`src/design/rsar_regs.svh`:
```
// Register offsets, field positions, reset values and timing constants.
`ifndef RSAR_REGS_SVH
`define RSAR_REGS_SVH

// ****************************************************************
// Register offsets
// ****************************************************************
`define RSAR_OFS_CEILING 8'h02
`define RSAR_OFS_STATUS 8'h04
`define RSAR_OFS_MASK 8'h05
`define RSAR_OFS_TARGET 8'h07

// ****************************************************************
// Reset values
// ****************************************************************
`define RSAR_RST_CEILING 7'h51
`define RSAR_RST_TARGET 7'h33
`define RSAR_RST_MASK 5'h00
`define RSAR_RST_CNT 12'h000

// ****************************************************************
// Field positions of the status, mask, ceiling and target registers
// ****************************************************************
`define RSAR_BIT_SUMMARY 0
`define RSAR_BIT_VIOL 1
`define RSAR_BIT_CURRENT 2
`define RSAR_BIT_HIGH 3
`define RSAR_BIT_LOW 4
`define RSAR_BIT_HOT 5
`define RSAR_CODE_MSB 6
`define RSAR_FLAG_MSB 5
`define RSAR_FLAG_LSB 1

// ****************************************************************
// Timing, with the clock period in ns
// ****************************************************************
`define RSAR_CLK_PERIOD_NS 50
`define RSAR_MOVE_DELAY_NS 500
`define RSAR_LOW_HOLD_NS 200000
`define RSAR_MOVE_DELAY_CYC \
    ((`RSAR_MOVE_DELAY_NS + `RSAR_CLK_PERIOD_NS - 1) / `RSAR_CLK_PERIOD_NS)
`define RSAR_LOW_HOLD_CYC \
    ((`RSAR_LOW_HOLD_NS + `RSAR_CLK_PERIOD_NS - 1) / `RSAR_CLK_PERIOD_NS)

`endif

```
`src/design/rsar_pkg.sv`:
```
// Types shared by the regulator status and alert register logic.
package rsar_pkg;

    // ************************************************************
    // Types
    // ************************************************************
    typedef logic [6:0] rsar_code_t;
    typedef logic [4:0] rsar_flags_t;
    typedef logic [11:0] rsar_cnt_t;

    typedef enum logic
    {
        RSAR_MOVE_IDLE = 1'b0,
        RSAR_MOVE_WAIT = 1'b1
    } rsar_move_t;

endpackage : rsar_pkg

```
`src/design/rsar_persist.sv`:
```
// Persistence timer: a level that must stand for a number of cycles.
`timescale 1ns/10ps
`default_nettype none
`include "rsar_regs.svh"

module rsar_persist
#(
    parameter rsar_pkg::rsar_cnt_t HOLD = 12'h001
)
(
    // Clock and reset.
    input wire logic clk,
    input wire logic arst_n,
    // Condition in and qualified level out.
    input wire logic cond,
    output logic held
);

    rsar_pkg::rsar_cnt_t cnt_reg;
    rsar_pkg::rsar_cnt_t cnt_next;

    // ************************************************************
    // Counter
    // ************************************************************

    // Any drop of the condition restarts the wait from zero.
    always_comb
    begin
        if (!cond)
            cnt_next = `RSAR_RST_CNT;
        else if (cnt_reg == HOLD)
            cnt_next = cnt_reg;
        else
            cnt_next = cnt_reg + 12'h001;
    end

    // Registers only.
    always_ff @(posedge clk or negedge arst_n)
    begin
        if (!arst_n)
            cnt_reg <= `RSAR_RST_CNT;
        else
            cnt_reg <= cnt_next;
    end

    // The level holds while the condition keeps standing.
    assign held = cond && (cnt_reg == HOLD);

endmodule : rsar_persist
`default_nettype wire

```
`src/design/rsar_top.sv`:
```
// Status, alert mask and output ceiling registers of the regulator.
//
// Contract
// [RULE_01] Target above ceiling regulates to the ceiling.
// [RULE_02] Ceiling resets to the 1.3 V code.
// [RULE_03] Ceiling is seven bits; bit seven reads zero.
// [RULE_04] Summary bit marks any unmasked flag present; the code drives it low then, as the NOR of the gated flags.
// [RULE_05] Hot flag follows the low temperature sense.
// [RULE_06] Low-output flag after 200 us below target.
// [RULE_07] High-output flag on over-target or fixed level.
// [RULE_08] Current flag when valley exceeds alarm level.
// [RULE_09] Violation flag while target exceeds the ceiling.
// [RULE_10] Mask gates alert only, never the flag.
// [RULE_11] Current flag sticky until status is read.
// [RULE_12] Ended current event no longer holds alert.
// [RULE_13] All other flags follow their live condition.
// [RULE_14] Summary is NOR of gated flags, drives alert.
// [RULE_15] Flag ANDed with inverted mask; mask bits 5:1.
// [RULE_16] Master reads status after alert goes low.
// [RULE_17] Regulation moves 0.5 us after target write.
// [RULE_18] Alert low while any unmasked flag stands.
`timescale 1ns/10ps
`default_nettype none
`include "rsar_regs.svh"

module rsar_top
(
    // Clock and reset.
    input wire logic CLK,
    input wire logic ARST_N,
    // Decoded register access from the serial interface engine.
    input wire logic REG_WR,
    input wire logic REG_RD,
    input wire logic [7:0] REG_ADDR,
    input wire logic [7:0] REG_WDATA,
    output logic [7:0] REG_RDATA,
    // Detector levels from the analog side.
    input wire logic TEMP_SENSE_LOW,
    input wire logic OUT_BELOW_TARGET,
    input wire logic OUT_ABOVE_TARGET,
    input wire logic OUT_ABOVE_FIXED,
    input wire logic CURRENT_ALARM,
    // Regulation goal and alert pin.
    output logic [6:0] EFFECTIVE_CODE,
    output logic MOVE_START,
    output logic ALERT_N
);

    // ************************************************************
    // Declarations
    // ************************************************************
    rsar_pkg::rsar_code_t ceiling_reg, ceiling_next;
    rsar_pkg::rsar_code_t target_reg, target_next;
    rsar_pkg::rsar_code_t applied_reg, applied_next;
    rsar_pkg::rsar_code_t effective_reg, effective_next;
    rsar_pkg::rsar_flags_t mask_reg, mask_next;
    rsar_pkg::rsar_flags_t gated;
    rsar_pkg::rsar_move_t move_reg, move_next;
    rsar_pkg::rsar_cnt_t delay_reg, delay_next;
    logic move_start_reg, move_start_next;
    logic hot_reg, hot_next;
    logic high_reg, high_next;
    logic viol_reg, viol_next;
    logic cur_live_reg, cur_live_next;
    logic cur_sticky_reg, cur_sticky_next;
    logic low_flag;
    logic summary;
    logic [7:0] rdata_reg, rdata_next;
    logic [7:0] status_value;
    logic wr_ceiling, wr_mask, wr_target, rd_status;

    localparam rsar_pkg::rsar_cnt_t LOW_HOLD = 12'(`RSAR_LOW_HOLD_CYC);
    localparam rsar_pkg::rsar_cnt_t MOVE_LOAD = 12'(`RSAR_MOVE_DELAY_CYC - 1);

    // ************************************************************
    // Address decode
    // ************************************************************
    assign wr_ceiling = REG_WR && (REG_ADDR == `RSAR_OFS_CEILING);
    assign wr_mask = REG_WR && (REG_ADDR == `RSAR_OFS_MASK);
    assign wr_target = REG_WR && (REG_ADDR == `RSAR_OFS_TARGET);
    assign rd_status = REG_RD && (REG_ADDR == `RSAR_OFS_STATUS);

    // ************************************************************
    // Configuration registers
    // ************************************************************

    // Bit seven of code writes is dropped here. see [RULE_03]
    always_comb
    begin
        ceiling_next = ceiling_reg;
        target_next = target_reg;
        mask_next = mask_reg;
        if (wr_ceiling)
            ceiling_next = REG_WDATA[`RSAR_CODE_MSB:0]; // see [RULE_03]
        if (wr_target)
            target_next = REG_WDATA[`RSAR_CODE_MSB:0];
        if (wr_mask)
            mask_next = REG_WDATA[`RSAR_FLAG_MSB:`RSAR_FLAG_LSB]; // see [RULE_15]
    end

    // Ceiling comes up at the 1.3 V code. see [RULE_02]
    always_ff @(posedge CLK or negedge ARST_N)
    begin
        if (!ARST_N)
        begin
            ceiling_reg <= `RSAR_RST_CEILING;
            target_reg <= `RSAR_RST_TARGET;
            mask_reg <= `RSAR_RST_MASK;
        end
        else
        begin
            ceiling_reg <= ceiling_next;
            target_reg <= target_next;
            mask_reg <= mask_next;
        end
    end

    // ************************************************************
    // Move timing and clamped goal
    // ************************************************************

    // A new write restarts the wait, so only the last target moves.
    // The clamp is reapplied every cycle, so a lowered ceiling also
    // pulls a goal already in force down to it.
    always_comb
    begin
        move_next = move_reg;
        delay_next = delay_reg;
        move_start_next = 1'b0;
        applied_next = applied_reg;
        if (wr_target)
        begin
            move_next = rsar_pkg::RSAR_MOVE_WAIT; // see [RULE_17]
            delay_next = MOVE_LOAD;
        end
        else
        begin
            unique case (move_reg)
                rsar_pkg::RSAR_MOVE_IDLE:
                    delay_next = delay_reg;
                rsar_pkg::RSAR_MOVE_WAIT:
                    if (delay_reg <= 12'h001)
                    begin
                        move_next = rsar_pkg::RSAR_MOVE_IDLE;
                        move_start_next = 1'b1; // see [RULE_17]
                        applied_next = target_reg;
                    end
                    else
                        delay_next = delay_reg - 12'h001;
            endcase
        end
        if (applied_next > ceiling_next)
            effective_next = ceiling_next; // see [RULE_01]
        else
            effective_next = applied_next;
    end

    // Registers only.
    always_ff @(posedge CLK or negedge ARST_N)
    begin
        if (!ARST_N)
        begin
            move_reg <= rsar_pkg::RSAR_MOVE_IDLE;
            delay_reg <= `RSAR_RST_CNT;
            move_start_reg <= 1'b0;
            applied_reg <= `RSAR_RST_TARGET;
            effective_reg <= `RSAR_RST_TARGET;
        end
        else
        begin
            move_reg <= move_next;
            delay_reg <= delay_next;
            move_start_reg <= move_start_next;
            applied_reg <= applied_next;
            effective_reg <= effective_next;
        end
    end

    // ************************************************************
    // Status flags
    // ************************************************************

    // The low-output detector must persist before it counts.
    rsar_persist
    #(
        .HOLD(LOW_HOLD)
    )
    u_low_hold
    (
        .clk(CLK),
        .arst_n(ARST_N),
        .cond(OUT_BELOW_TARGET),
        .held(low_flag) // see [RULE_06]
    );

    // Live flags track their detectors; only the current flag latches.
    // An alarm in the same cycle as a status read keeps the flag set.
    always_comb
    begin
        hot_next = TEMP_SENSE_LOW; // see [RULE_05] see [RULE_13]
        high_next = OUT_ABOVE_TARGET || OUT_ABOVE_FIXED; // see [RULE_07]
        viol_next = target_reg > ceiling_reg; // see [RULE_09]
        cur_live_next = CURRENT_ALARM; // see [RULE_08]
        if (CURRENT_ALARM)
            cur_sticky_next = 1'b1; // see [RULE_11]
        else if (rd_status)
            cur_sticky_next = 1'b0; // see [RULE_11]
        else
            cur_sticky_next = cur_sticky_reg;
    end

    // Registers only.
    always_ff @(posedge CLK or negedge ARST_N)
    begin
        if (!ARST_N)
        begin
            hot_reg <= 1'b0;
            high_reg <= 1'b0;
            viol_reg <= 1'b0;
            cur_live_reg <= 1'b0;
            cur_sticky_reg <= 1'b0;
        end
        else
        begin
            hot_reg <= hot_next;
            high_reg <= high_next;
            viol_reg <= viol_next;
            cur_live_reg <= cur_live_next;
            cur_sticky_reg <= cur_sticky_next;
        end
    end

    // ************************************************************
    // Masking and alert
    // ************************************************************

    // The current term uses the live alarm, so a past event that is
    // only latched does not keep the pin low. The mask never touches
    // the stored flags.
    assign gated = {hot_reg, low_flag, high_reg, cur_live_reg, viol_reg}
        & ~mask_reg; // see [RULE_15] see [RULE_12] see [RULE_10]
    assign summary = ~|gated; // see [RULE_14] see [RULE_04]
    assign ALERT_N = summary; // see [RULE_18]

    assign status_value = {2'b00, hot_reg, low_flag, high_reg,
        cur_sticky_reg, viol_reg, summary}; // see [RULE_10]

    // ************************************************************
    // Read data
    // ************************************************************

    // Unmapped and reserved locations read as zero.
    always_comb
    begin
        rdata_next = rdata_reg;
        if (REG_RD)
        begin
            unique case (REG_ADDR)
                `RSAR_OFS_CEILING:
                    rdata_next = {1'b0, ceiling_reg}; // see [RULE_03]
                `RSAR_OFS_STATUS:
                    rdata_next = status_value; // see [RULE_16]
                `RSAR_OFS_MASK:
                    rdata_next = {2'b00, mask_reg, 1'b0}; // see [RULE_15]
                `RSAR_OFS_TARGET:
                    rdata_next = {1'b0, target_reg};
                default:
                    rdata_next = 8'h00;
            endcase
        end
    end

    // Registers only.
    always_ff @(posedge CLK or negedge ARST_N)
    begin
        if (!ARST_N)
            rdata_reg <= 8'h00;
        else
            rdata_reg <= rdata_next;
    end

    assign REG_RDATA = rdata_reg;
    assign EFFECTIVE_CODE = effective_reg;
    assign MOVE_START = move_start_reg;
endmodule : rsar_top
`default_nettype wire

```
`config.mk`:
```
export PLATFORM = sky130hd
export DESIGN_NAME = rsar_top
export DESIGN_NICKNAME = d
export VERILOG_FILES = /design/src/design/rsar_pkg.sv /design/src/design/rsar_persist.sv /design/src/design/rsar_top.sv
export VERILOG_INCLUDE_DIRS = /design/src /design/src/design
export SDC_FILE = /design/constraint.sdc
export NUM_CORES = 1
export LEC_CHECK = 0
export ABC_AREA = 0
export BUFFER_PORTS_ARGS = -buffer_cell sky130_fd_sc_hd__buf_2
export CORE_ASPECT_RATIO = 2
export CORE_MARGIN = 2
export CORE_UTILIZATION = 53
export CTS_CLUSTER_DIAMETER = 60
export DETAILED_ROUTE_END_ITERATION = 12
export PLACE_DENSITY_LB_ADDON = 0.25
export SYNTH_ARGS = -nofsm -noshare
export SYNTH_HDL_FRONTEND = slang
export SYNTH_HIERARCHICAL = 1
export SYNTH_SLANG_ARGS = --single-unit
```
`constraint.sdc`:
```
create_clock -name CLK -period 3.37 [get_ports CLK]
set_input_delay 0.674 -clock CLK [delete_from_list [all_inputs] [get_ports CLK]]
set_output_delay 0.674 -clock CLK [all_outputs]
set_load 0.02 [all_outputs]
```
### Yosys cells after proc, flatten, opt, wreduce, memory -nomap -nowiden

Index checks and enable logic that the tools add are counted.

| storage, ports and cells | value |
|---|---|
| input bits | 25 |
| output and inout port bits | 17 |
| bits in registers | 72 |
| logic and storage cells | 60 |

| operators by class | value |
|---|---|
| reduce and logical (&&, ||, !) cells | 10 |
| mux-type cells | 19 |
| add/sub/neg operators | 2 |
| bitwise gates (word level) | 3 |
| eq/ne operators | 8 |
| order comparisons | 3 |

Operators by type and width:

| kind | number |
|---|---|
| 12-bit two-way mux | 5 |
| 7-bit two-way mux | 5 |
| 7-bit case mux with 4 select lines | 1 |
| 8-bit by 3-bit equality test with 1-bit output (second input constant) | 3 |
| 7-bit greater-than comparator | 2 |
| 12-bit by 1-bit adder with 12-bit output (second input constant) | 1 |
| 12-bit equality test (second input constant) | 1 |
| 12-bit by 1-bit less-or-equal comparator with 1-bit output (second input constant) | 1 |
| 12-bit by 1-bit subtractor with 12-bit output (second input constant) | 1 |
| 8-bit by 2-bit equality test with 1-bit output (second input constant) | 1 |
| 1-bit two-way mux | 8 |
| 5-bit AND | 1 |
| 1-bit logical AND | 5 |
| 5-bit NOT | 1 |
| 5-bit OR reduction | 1 |
| 2-bit != test (second input constant) | 2 |
| 3-bit != test (second input constant) | 1 |
| 2-bit AND reduction | 1 |
| 2-bit nonzero test | 1 |
| 1-bit logical NOT | 1 |
| 1-bit logical OR | 1 |
| 1-bit NOT | 1 |

### Longest topological paths before layout

Gate-level depths: netlist of the first run.

| logic depth | value |
|---|---|
| word-level depth | 6 |
| mapped depth | 14 |
| mapped depth without buffers | 14 |

### Cells and area by module

Netlist of the first run, hierarchy kept.

By module, submodules not included:

| module | times used | sequential area each (µm²) | cells each | area each (µm²) |
|---|---|---|---|---|
| rsar_top | 1 | 1495.2 | 270 | 3017.9 |
| rsar_persist | 1 | 300.3 | 67 | 638.1 |

### Worst setup path before layout of the first run

Ideal clock, no wire load.

| timing path | value |
|---|---|
| kind | input to register |
| from | input port REG_ADDR[5] |
| to | register effective_reg[2] (netlist: EFFECTIVE_CODE[2]) |
| arrival time | 3.437 ns |
| path buffers | 0 |
| setup slack | -0.192 ns |
| library setup time | 0.125 ns |
| cell stages on the path | 11 |
| required time | 3.245 ns |
| cell sequence | or4_4 nor2_4 and4_4 nor2_4 mux2_4 ha_1 and3_1 a221o_1 a31oi_1 a31oi_1 mux2_2 |

| between the ends | value |
|---|---|
| longest elaborated chain between the ends | 5 |
| elaborated cells between the ends (all ways) | 8 |
| classes of those cells | 1 x order compare; 2 x eq/ne; 3 x mux; 2 x reduce/logical |

Ends and longest elaborated chain:

| element | line | source |
|---|---|---|
| start: declaration | rsar_top.sv:34 | `input wire logic [7:0] REG_ADDR,` |
| 8-bit by 3-bit equality test with 1-bit output | - |  |
| 1-bit logical AND | rsar_top.sv:80 | `` assign wr_target = REG_WR && (REG_ADDR == `RSAR_OFS_TARGET); `` |
| 7-bit two-way mux | rsar_top.sv:131 | `if (wr_target)` |
| via applied_next[6] | rsar_top.sv:54 | `rsar_pkg::rsar_code_t applied_reg, applied_next;` |
| 7-bit greater-than comparator | rsar_top.sv:152 | `if (applied_next > ceiling_next)` |
| 7-bit two-way mux | rsar_top.sv:152 |  |
| via effective_next[2] | rsar_top.sv:55 | `rsar_pkg::rsar_code_t effective_reg, effective_next;` |
| end signal: assignment | rsar_top.sv:167 | `` effective_reg <= `RSAR_RST_TARGET; `` |
| end signal: assignment | rsar_top.sv:175 | `effective_reg <= effective_next;` |
| end: declaration | rsar_top.sv:55 |  |

The timed path passes the listed nets, and every way through them passes these cells.
A chain may end at the register's enable or synchronous reset.

### Worst setup path after layout of the first run

| timing path | value |
|---|---|
| from | input port REG_ADDR[6] |
| to | register effective_reg[3] (netlist: EFFECTIVE_CODE[3]) |

Same word-level chain as after synthesis.

==> results of run 1 <==
## stage by stage
| step | power, mW | util | setup TNS (ns) | instance area, µm² | hold WS (ns) |
|---|---|---|---|---|---|
| after global placement | 1.25 | 0.633 | -1.25 | 4220 | 0.460 |
| after detailed placement | 1.27 | 0.633 | -1.41 | 4220 | 0.473 |
| final | 2.20 | 0.693 | -0.0218 | 4630 | 0.437 |
| after CTS | 2.19 | 0.683 | 0 | 4560 | 0.433 |
| after global routing | 2.30 | 0.693 | -0.301 | 4630 | 0.431 |
| after floorplan | 1.15 | - | -0.299 | 3740 | 0.378 |
## timing repair
item                       in CTS  in global routing
setup endpoints to repair       4                  7
pin swaps                       1                  2
gates resized for setup         1                  7
buffers inserted                2                  6
## worst max-delay path: cells and delay by family
family	cells	cell delay [ns]
adders and majority gates	1	0.22
AOI/OAI and AO/OA	3	0.60
buffers and inverters	3	0.37
and+or+nand+nor	5	1.13
muxes	2	0.61
## per-layer routing
metal	track usage	vias to the layer above	routed length, µm	part of all wire
met5	0	-	0	0
met2	0.481	49	5240	0.61
li1	-	1349	-	-
met4	0.101	0	208	0.024
met1	0.248	1413	2990	0.35
met3	0.0501	14	163	0.019
## cell families (layout without fill, tap and decap cells)
logic type,after synthesis,in the layout
and+or+nand+nor,98,98
muxes,38,38
adders and majority gates,18,18
other,1,1
buffers and inverters,41,124
xor gates and xnor gates,10,10
AOI/OAI and AO/OA,60,60
DFF,71,71
## cell usage in the layout (no fill, tap or decap), drive strengths merged, types with 8 or more instances in the layout
master  count
ha         18
o22ai       8
clkbuf     12
inv        32
buf        75
mux2i      16
nand3       9
nor2       25
o21ai      10
dfstp      15
a21oi      18
mux2       22
nand2      19
dfrtp      56
## final cells by class
class                      instances  area, µm²  area share
clock buffer                      12        246      0.0533
sequential                        71       1800       0.388
clock inverter                     4       45.0     0.00974
timing repair buffer              75        504       0.109
tap                               88        110      0.0238
multi-input combinational        225       1800       0.389
inverter                          33        124      0.0268
## how the worst max path moves through the flow
stage / startpoint / end / slack (ns) / cells past startpoint
floorplan: REG_ADDR[6] / EFFECTIVE_CODE[2]$_DFF_PN0_ / -0.08 / 10
global placement: REG_ADDR[6] / EFFECTIVE_CODE[3]$_DFF_PN0_ / -0.22 / 13
detailed placement: REG_ADDR[6] / EFFECTIVE_CODE[3]$_DFF_PN0_ / -0.26 / 13
CTS: REG_ADDR[6] / EFFECTIVE_CODE[4]$_DFF_PN1_ / 0.02 / 14
global route: REG_ADDR[6] / EFFECTIVE_CODE[3]$_DFF_PN0_ / -0.08 / 14
finish: REG_ADDR[6] / EFFECTIVE_CODE[3]$_DFF_PN0_ / -0.01 / 14
## power by group through the flow
stage / clock, mW / sequential (mW) / combinational, mW
2_1_floorplan: 0 / 0.968 / 0.180
3_3_place_gp: 0 / 0.978 / 0.274
3_5_place_dp: 0 / 0.981 / 0.286
4_1_cts: 0.938 / 0.967 / 0.289
5_1_grt: 0.980 / 0.976 / 0.345
6_report: 0.926 / 0.967 / 0.310
==> results.ini, run 1 <==
[critical_path]
critPathMaxFanout = 6
crit_path_start_kind = input pin
worstRegToRegCells = 13
critical_path.cell_chain = buf_6, or4_4, nor2_4, and4_4, nor2_4, buf_12, mux2_4, ha_4, and3_4, a221o_1, a31oi_4, a31oi_4, buf_6, mux2_4
worst-setup-path-type = input pin to flop
worstPathRequired_ns = 3.59
cpMaxStageDelayCell = or4_4
end_kind = flop
r2r_start = delay_reg[6]$_DFFE_PN0P_
crit_arrival_ns = 3.61
crit-reg2reg-capture = EFFECTIVE_CODE[3]$_DFF_PN0_
worst-r2r-setup-slack_ns = 0.05
cpPeakStageDelay_ns = 0.55

[outcome]
status = finished, violations left
violations = setup timing

[sta]
finalCritPeriodShare = 1.00
setup_ws_ns = -0.0139
drv_slew = 0
slew_headroom = 0.416
rsz0062_at_grt = true
tightest_slew_ns = 0.876
skew_ns = 0.00905
hold_viol = 0
period_minus_slack_ns = 3.38
setup_viol = 2
fmax_mhz = 296

[worst_hold_path]
hp-class = input pin to flop
min_from = TEMP_SENSE_LOW
whs_path_depth = 1
min_to = hot_reg$_DFF_PN0_

[logic_synthesis]
yosys.area_share.simple = 0.156
synth_edf_count = 0
ys_warn_count = 6
netlist_area_mm2 = 0.00366
ys_ff_latch = 71
synth_top_area_cell = dfrtp_1
synth.distinct_cells = 50
synth_most_common_cell = dfrtp_1
syn_inst = 337
synth_common_cells = dfrtp_1, inv_1, nor2_1, nand2_1
synth_compound_area_frac = 0.104
yosysTopAreaCellShare = 0.383
async_reset_ff_frac = 1.00
synth_fa_ha_area_frac = 0.0616
ys_dominant_reg_cell = dfrtp_1
synth_area_leaders = dfrtp_1, dfstp_2, ha_1
synth_nets = 380
ys_seq_area_frac = 0.491
synth_xor_area_frac = 0.0240
synthMuxAreaShare = 0.118
synth_top_family_by_area = simple AND/OR/NAND/NOR gates
syn_area_per_cell_um2 = 10.8

[drt]
wl_um = 8600
vias_per_cell = 5.56
drt_iter0_markers = 96
vias = 2825
drtPass1Iterations = 4
drc = 0
wl_per_cell_um = 16.9
ant_nets = 0

[power_and_ir_drop]
p_leak_nw = 2.15
ir_worst_vdd_v = 0.000386
seqPwrFrac = 0.439
clkPwrFrac = 0.420
p_per_area_mw_per_mm2 = 476
p_sw_frac = 0.253
p_comb_frac = 0.141
internal-power_mw = 1.65
switching_power_uw = 557

[final_layout]
fillers = 515
drive_gt1_frac = 0.352
layout.nets = 458
area_delta_synth_final_pct = 26.5
antenna_cells = 0
stdcell_count = 508

[placement]
numPortBuffers = 39
dp_hpwl_um = 6290
place_congestion = 0.838
preCtsSetupSlack_ns = -0.256
dp_cells = 484

[global_routing]
first_global_vias = 2917
gr-total-overflow = 0
antenna_found_initial = 0
grt_start_max_net_pins = 72
grt_first_pass_wirelength_um = 14100
grt_usage = 0.247

[floorplanning]
start_util = 0.548
core_area_mm2 = 0.00667
die_x_um = 62.7
ios = 42
die_y_um = 121
die_area_mm2 = 0.00762
rows = 42

[clock_network]
cts_tree = done
h-tree-depth = 3
clock_path_buffers = 2
clock_sinks = 71
cts_root_buf = clkbuf_16
clkLatencyLatePin_ns = 0.34
holdBufCountCts = 0
numCtsBuffers = 9
clkTransAtPathRegs_ns = 0.05

[run]
maxCapViolCount = 0

(Power assumes the default switching activity.)
==> run 2: changes to the inputs <==
--- a/config.mk
+++ b/config.mk
@@ -16,2 +16,3 @@
 export PLACE_DENSITY_LB_ADDON = 0.25
+export SKIP_CTS_REPAIR_TIMING = 1
 export SYNTH_ARGS = -nofsm -noshare
==> constraint.sdc (replaced) <==
create_clock -name CLK -period 3.37 [get_ports CLK]
set_input_delay 0.5055 -clock CLK [delete_from_list [all_inputs] [get_ports CLK]]
set_output_delay 0.5055 -clock CLK [all_outputs]
set_load 0.02 [all_outputs]
==> run 2 against run 1 <==
  * Critical path type is now flop to flop
  * Sequential cell count is the same
  * Critical path depth shrank 1
  * Maximum frequency grew 0.51%
  * Clock power grew 11%
  * Non-clock buffer count is the same
  * The run now ends clean
  * Highest routed layer unchanged
==> results.ini, run 2 (synthesized netlist as in run 1, its figures left out) <==
[sta]
setup_viol = 0  ; was 2
skew_ns = 0.00717  ; was 0.00905 ns
finalCritPeriodShare = 0.999  ; was 1.00
setup_ws_ns = 0.00323  ; was -0.0139 ns
tightest_slew_ns = 0.898  ; was 0.876 ns
rsz0062_at_grt = true  ; unchanged
hold_viol = 0  ; unchanged
slew_headroom = 0.401  ; was 0.416
fmax_mhz = 297  ; was 296 MHz
period_minus_slack_ns = 3.37  ; was 3.38 ns
drv_slew = 0  ; unchanged

[placement]
numPortBuffers = 39  ; unchanged
preCtsSetupSlack_ns = -0.250  ; was -0.256 ns
place_congestion = 0.861  ; was 0.838
dp_hpwl_um = 6230  ; was 6290 µm
placed_area_mm2 = 0.00418  ; was 0.00422 mm²

[final_layout]
antenna_cells = 0  ; unchanged
layout.nets = 458  ; unchanged
final_area_mm2 = 0.00465  ; was 0.00463 mm²
layout.cells.most_common_list = dfrtp_1, buf_2, buf_4  ; was dfrtp_1, buf_2, inv_1, buf_4, nor2_1
drive_gt1_frac = 0.355  ; was 0.352
final_common_cell = dfrtp_1  ; unchanged
area_delta_synth_final_pct = 27.3  ; was 26.5%

[power_and_ir_drop]
ir_worst_vdd_v = 0.000419  ; was 0.000386 V
p_leak_nw = 2.18  ; was 2.15 nW
p_per_area_mw_per_mm2 = 495  ; was 476 mW/mm²

[worst_hold_path]
whs_path_depth = 1  ; unchanged
min_from = TEMP_SENSE_LOW  ; unchanged
min_to = hot_reg$_DFF_PN0_  ; unchanged
hp-class = input pin to flop  ; unchanged

[drt]
ant_nets = 0  ; unchanged
drc = 0  ; unchanged
wl_per_cell_um = 17.5  ; was 16.9 µm
wl_um = 8890  ; was 8600 µm
drtPass1Iterations = 4  ; unchanged
vias = 2846  ; was 2825
drt_iter0_markers = 143  ; was 96
vias_per_cell = 5.60  ; was 5.56

[global_routing]
grt_usage = 0.251  ; was 0.247
antenna_found_initial = 0  ; unchanged
first_global_vias = 2964  ; was 2917
gr-total-overflow = 0  ; unchanged
grt_start_max_net_pins = 72  ; unchanged
grt_first_pass_wirelength_um = 14300  ; was 14100 µm

[run]
maxCapViolCount = 0  ; unchanged

[floorplanning]
core_area_mm2 = 0.00667  ; unchanged
die_x_um = 62.7  ; unchanged
die_y_um = 121  ; unchanged
ios = 42  ; unchanged
die_area_mm2 = 0.00762  ; unchanged
start_util = 0.548  ; unchanged
rows = 42  ; unchanged

[clock_network]
cts_tree = done  ; unchanged
numCtsBuffers = 9  ; unchanged
clkLatencyLatePin_ns = 0.34  ; about the same
cts_root_buf = clkbuf_16  ; unchanged
clock_path_buffers = 2  ; unchanged
h-tree-depth = 3  ; unchanged
clock_sinks = 71  ; unchanged
clkTransAtPathRegs_ns = 0.05  ; about the same

[critical_path]
critical_path.cell_chain = or4_4, nor3_4, nand2_2, nor2_4, buf_12, mux2_4, ha_4, nor2b_4, o21ai_2, nand2b_1, a31oi_4, a31oi_4, mux2_2  ; was buf_6, or4_4, nor2_4, and4_4, nor2_4, buf_12, mux2_4, ha_4, and3_4, a221o_1, a31oi_4, a31oi_4, buf_6, mux2_4
end_kind = flop  ; unchanged
crit_path_start_kind = flop  ; was input pin
worstPathRequired_ns = 3.63  ; was 3.59 ns
cpMaxStageDelayCell = or4_4  ; unchanged
critPathMaxFanout = 7  ; was 6
cpPeakStageDelay_ns = 0.56  ; was 0.55 ns
worst-r2r-setup-slack_ns = 0.003  ; was 0.05 ns
worst-setup-path-type = flop to flop  ; was input pin to flop
worstRegToRegCells = 13  ; unchanged
crit_path_frequent_cell = a31oi_4
crit-reg2reg-capture = EFFECTIVE_CODE[4]$_DFF_PN1_  ; was EFFECTIVE_CODE[3]$_DFF_PN0_
r2r_start = delay_reg[8]$_DFFE_PN0P_  ; was delay_reg[6]$_DFFE_PN0P_
crit_arrival_ns = 3.63  ; was 3.61 ns

[outcome]
status = finished clean  ; was finished, violations left

[run 2: changes by cell type in the layout (fill, tap and decap cells not counted), moves of 3 or more]
cell     previous run  this run
buf_4              32        35
buf_6               3         0
mux2i_1            13        16
mux2i_2             3         0
[run 2: critical path, delay by kind of cell (launching register included)]
kind | cells | cell delay [ns]
simple gates | 6 | 1.27
fa+ha+maj | 1 | 0.27
buf+inv | 1 | 0.14
mux | 2 | 0.71
compound gates | 3 | 0.52
flops | 1 | 0.38
[run 2: layout make-up]
type,count,area (µm²)
fill,529,2020
timing repair buffer,75,478
tap,88,110
clock buffer,13,260
multi-input combinational,225,1820
sequential,71,1800
inverter,33,124
clock inverter,3,65.1
[run 2: where the power goes]
part	internal, mW	total [mW]	leakage [nW]	switching, mW
registers	0.911	0.963	0.860	0.0521
logic	0.142	0.307	1.16	0.165
clock network	0.687	1.03	0.160	0.347
total	1.74	2.30	2.18	0.564
[run 2: worst max path at each step]
| stage | start | end | slack, ns | cells after the start |
|---|---|---|---|---|
| 2_1_floorplan | REG_ADDR[5] | EFFECTIVE_CODE[2]$_DFF_PN0_ | 0.02 | 11 |
| 3_3_place_gp | REG_ADDR[5] | EFFECTIVE_CODE[2]$_DFF_PN0_ | -0.15 | 12 |
| 3_5_place_dp | REG_ADDR[5] | EFFECTIVE_CODE[2]$_DFF_PN0_ | -0.25 | 13 |
| 4_1_cts | delay_reg[6]$_DFFE_PN0P_ | EFFECTIVE_CODE[2]$_DFF_PN0_ | -0.15 | 12 |
| 5_1_grt | delay_reg[8]$_DFFE_PN0P_ | EFFECTIVE_CODE[2]$_DFF_PN0_ | -0.12 | 13 |
| 6_report | delay_reg[8]$_DFFE_PN0P_ | EFFECTIVE_CODE[4]$_DFF_PN1_ | 0.003 | 13 |
[run 2: through the flow]
step,hold slack [ns],TNS (ns),power [mW],cells,utilization
floorplan,0.210,0,1.14,337,-
global placement,0.473,-0.765,1.25,488,0.626
detailed placement,0.474,-1.45,1.26,488,0.626
CTS,0.262,-0.761,2.30,504,0.675
global route,0.272,-0.714,2.39,508,0.697
finish,0.274,0,2.30,508,0.697
[run 2: layer usage]
metal	routed length [µm]	part of all wire	vias to the layer above	track usage
met4	359	0.040	0	0.146
li1	-	-	1351	-
met3	240	0.027	24	0.0547
met2	5180	0.58	57	0.476
met1	3100	0.35	1414	0.242
met5	0	0	-	0
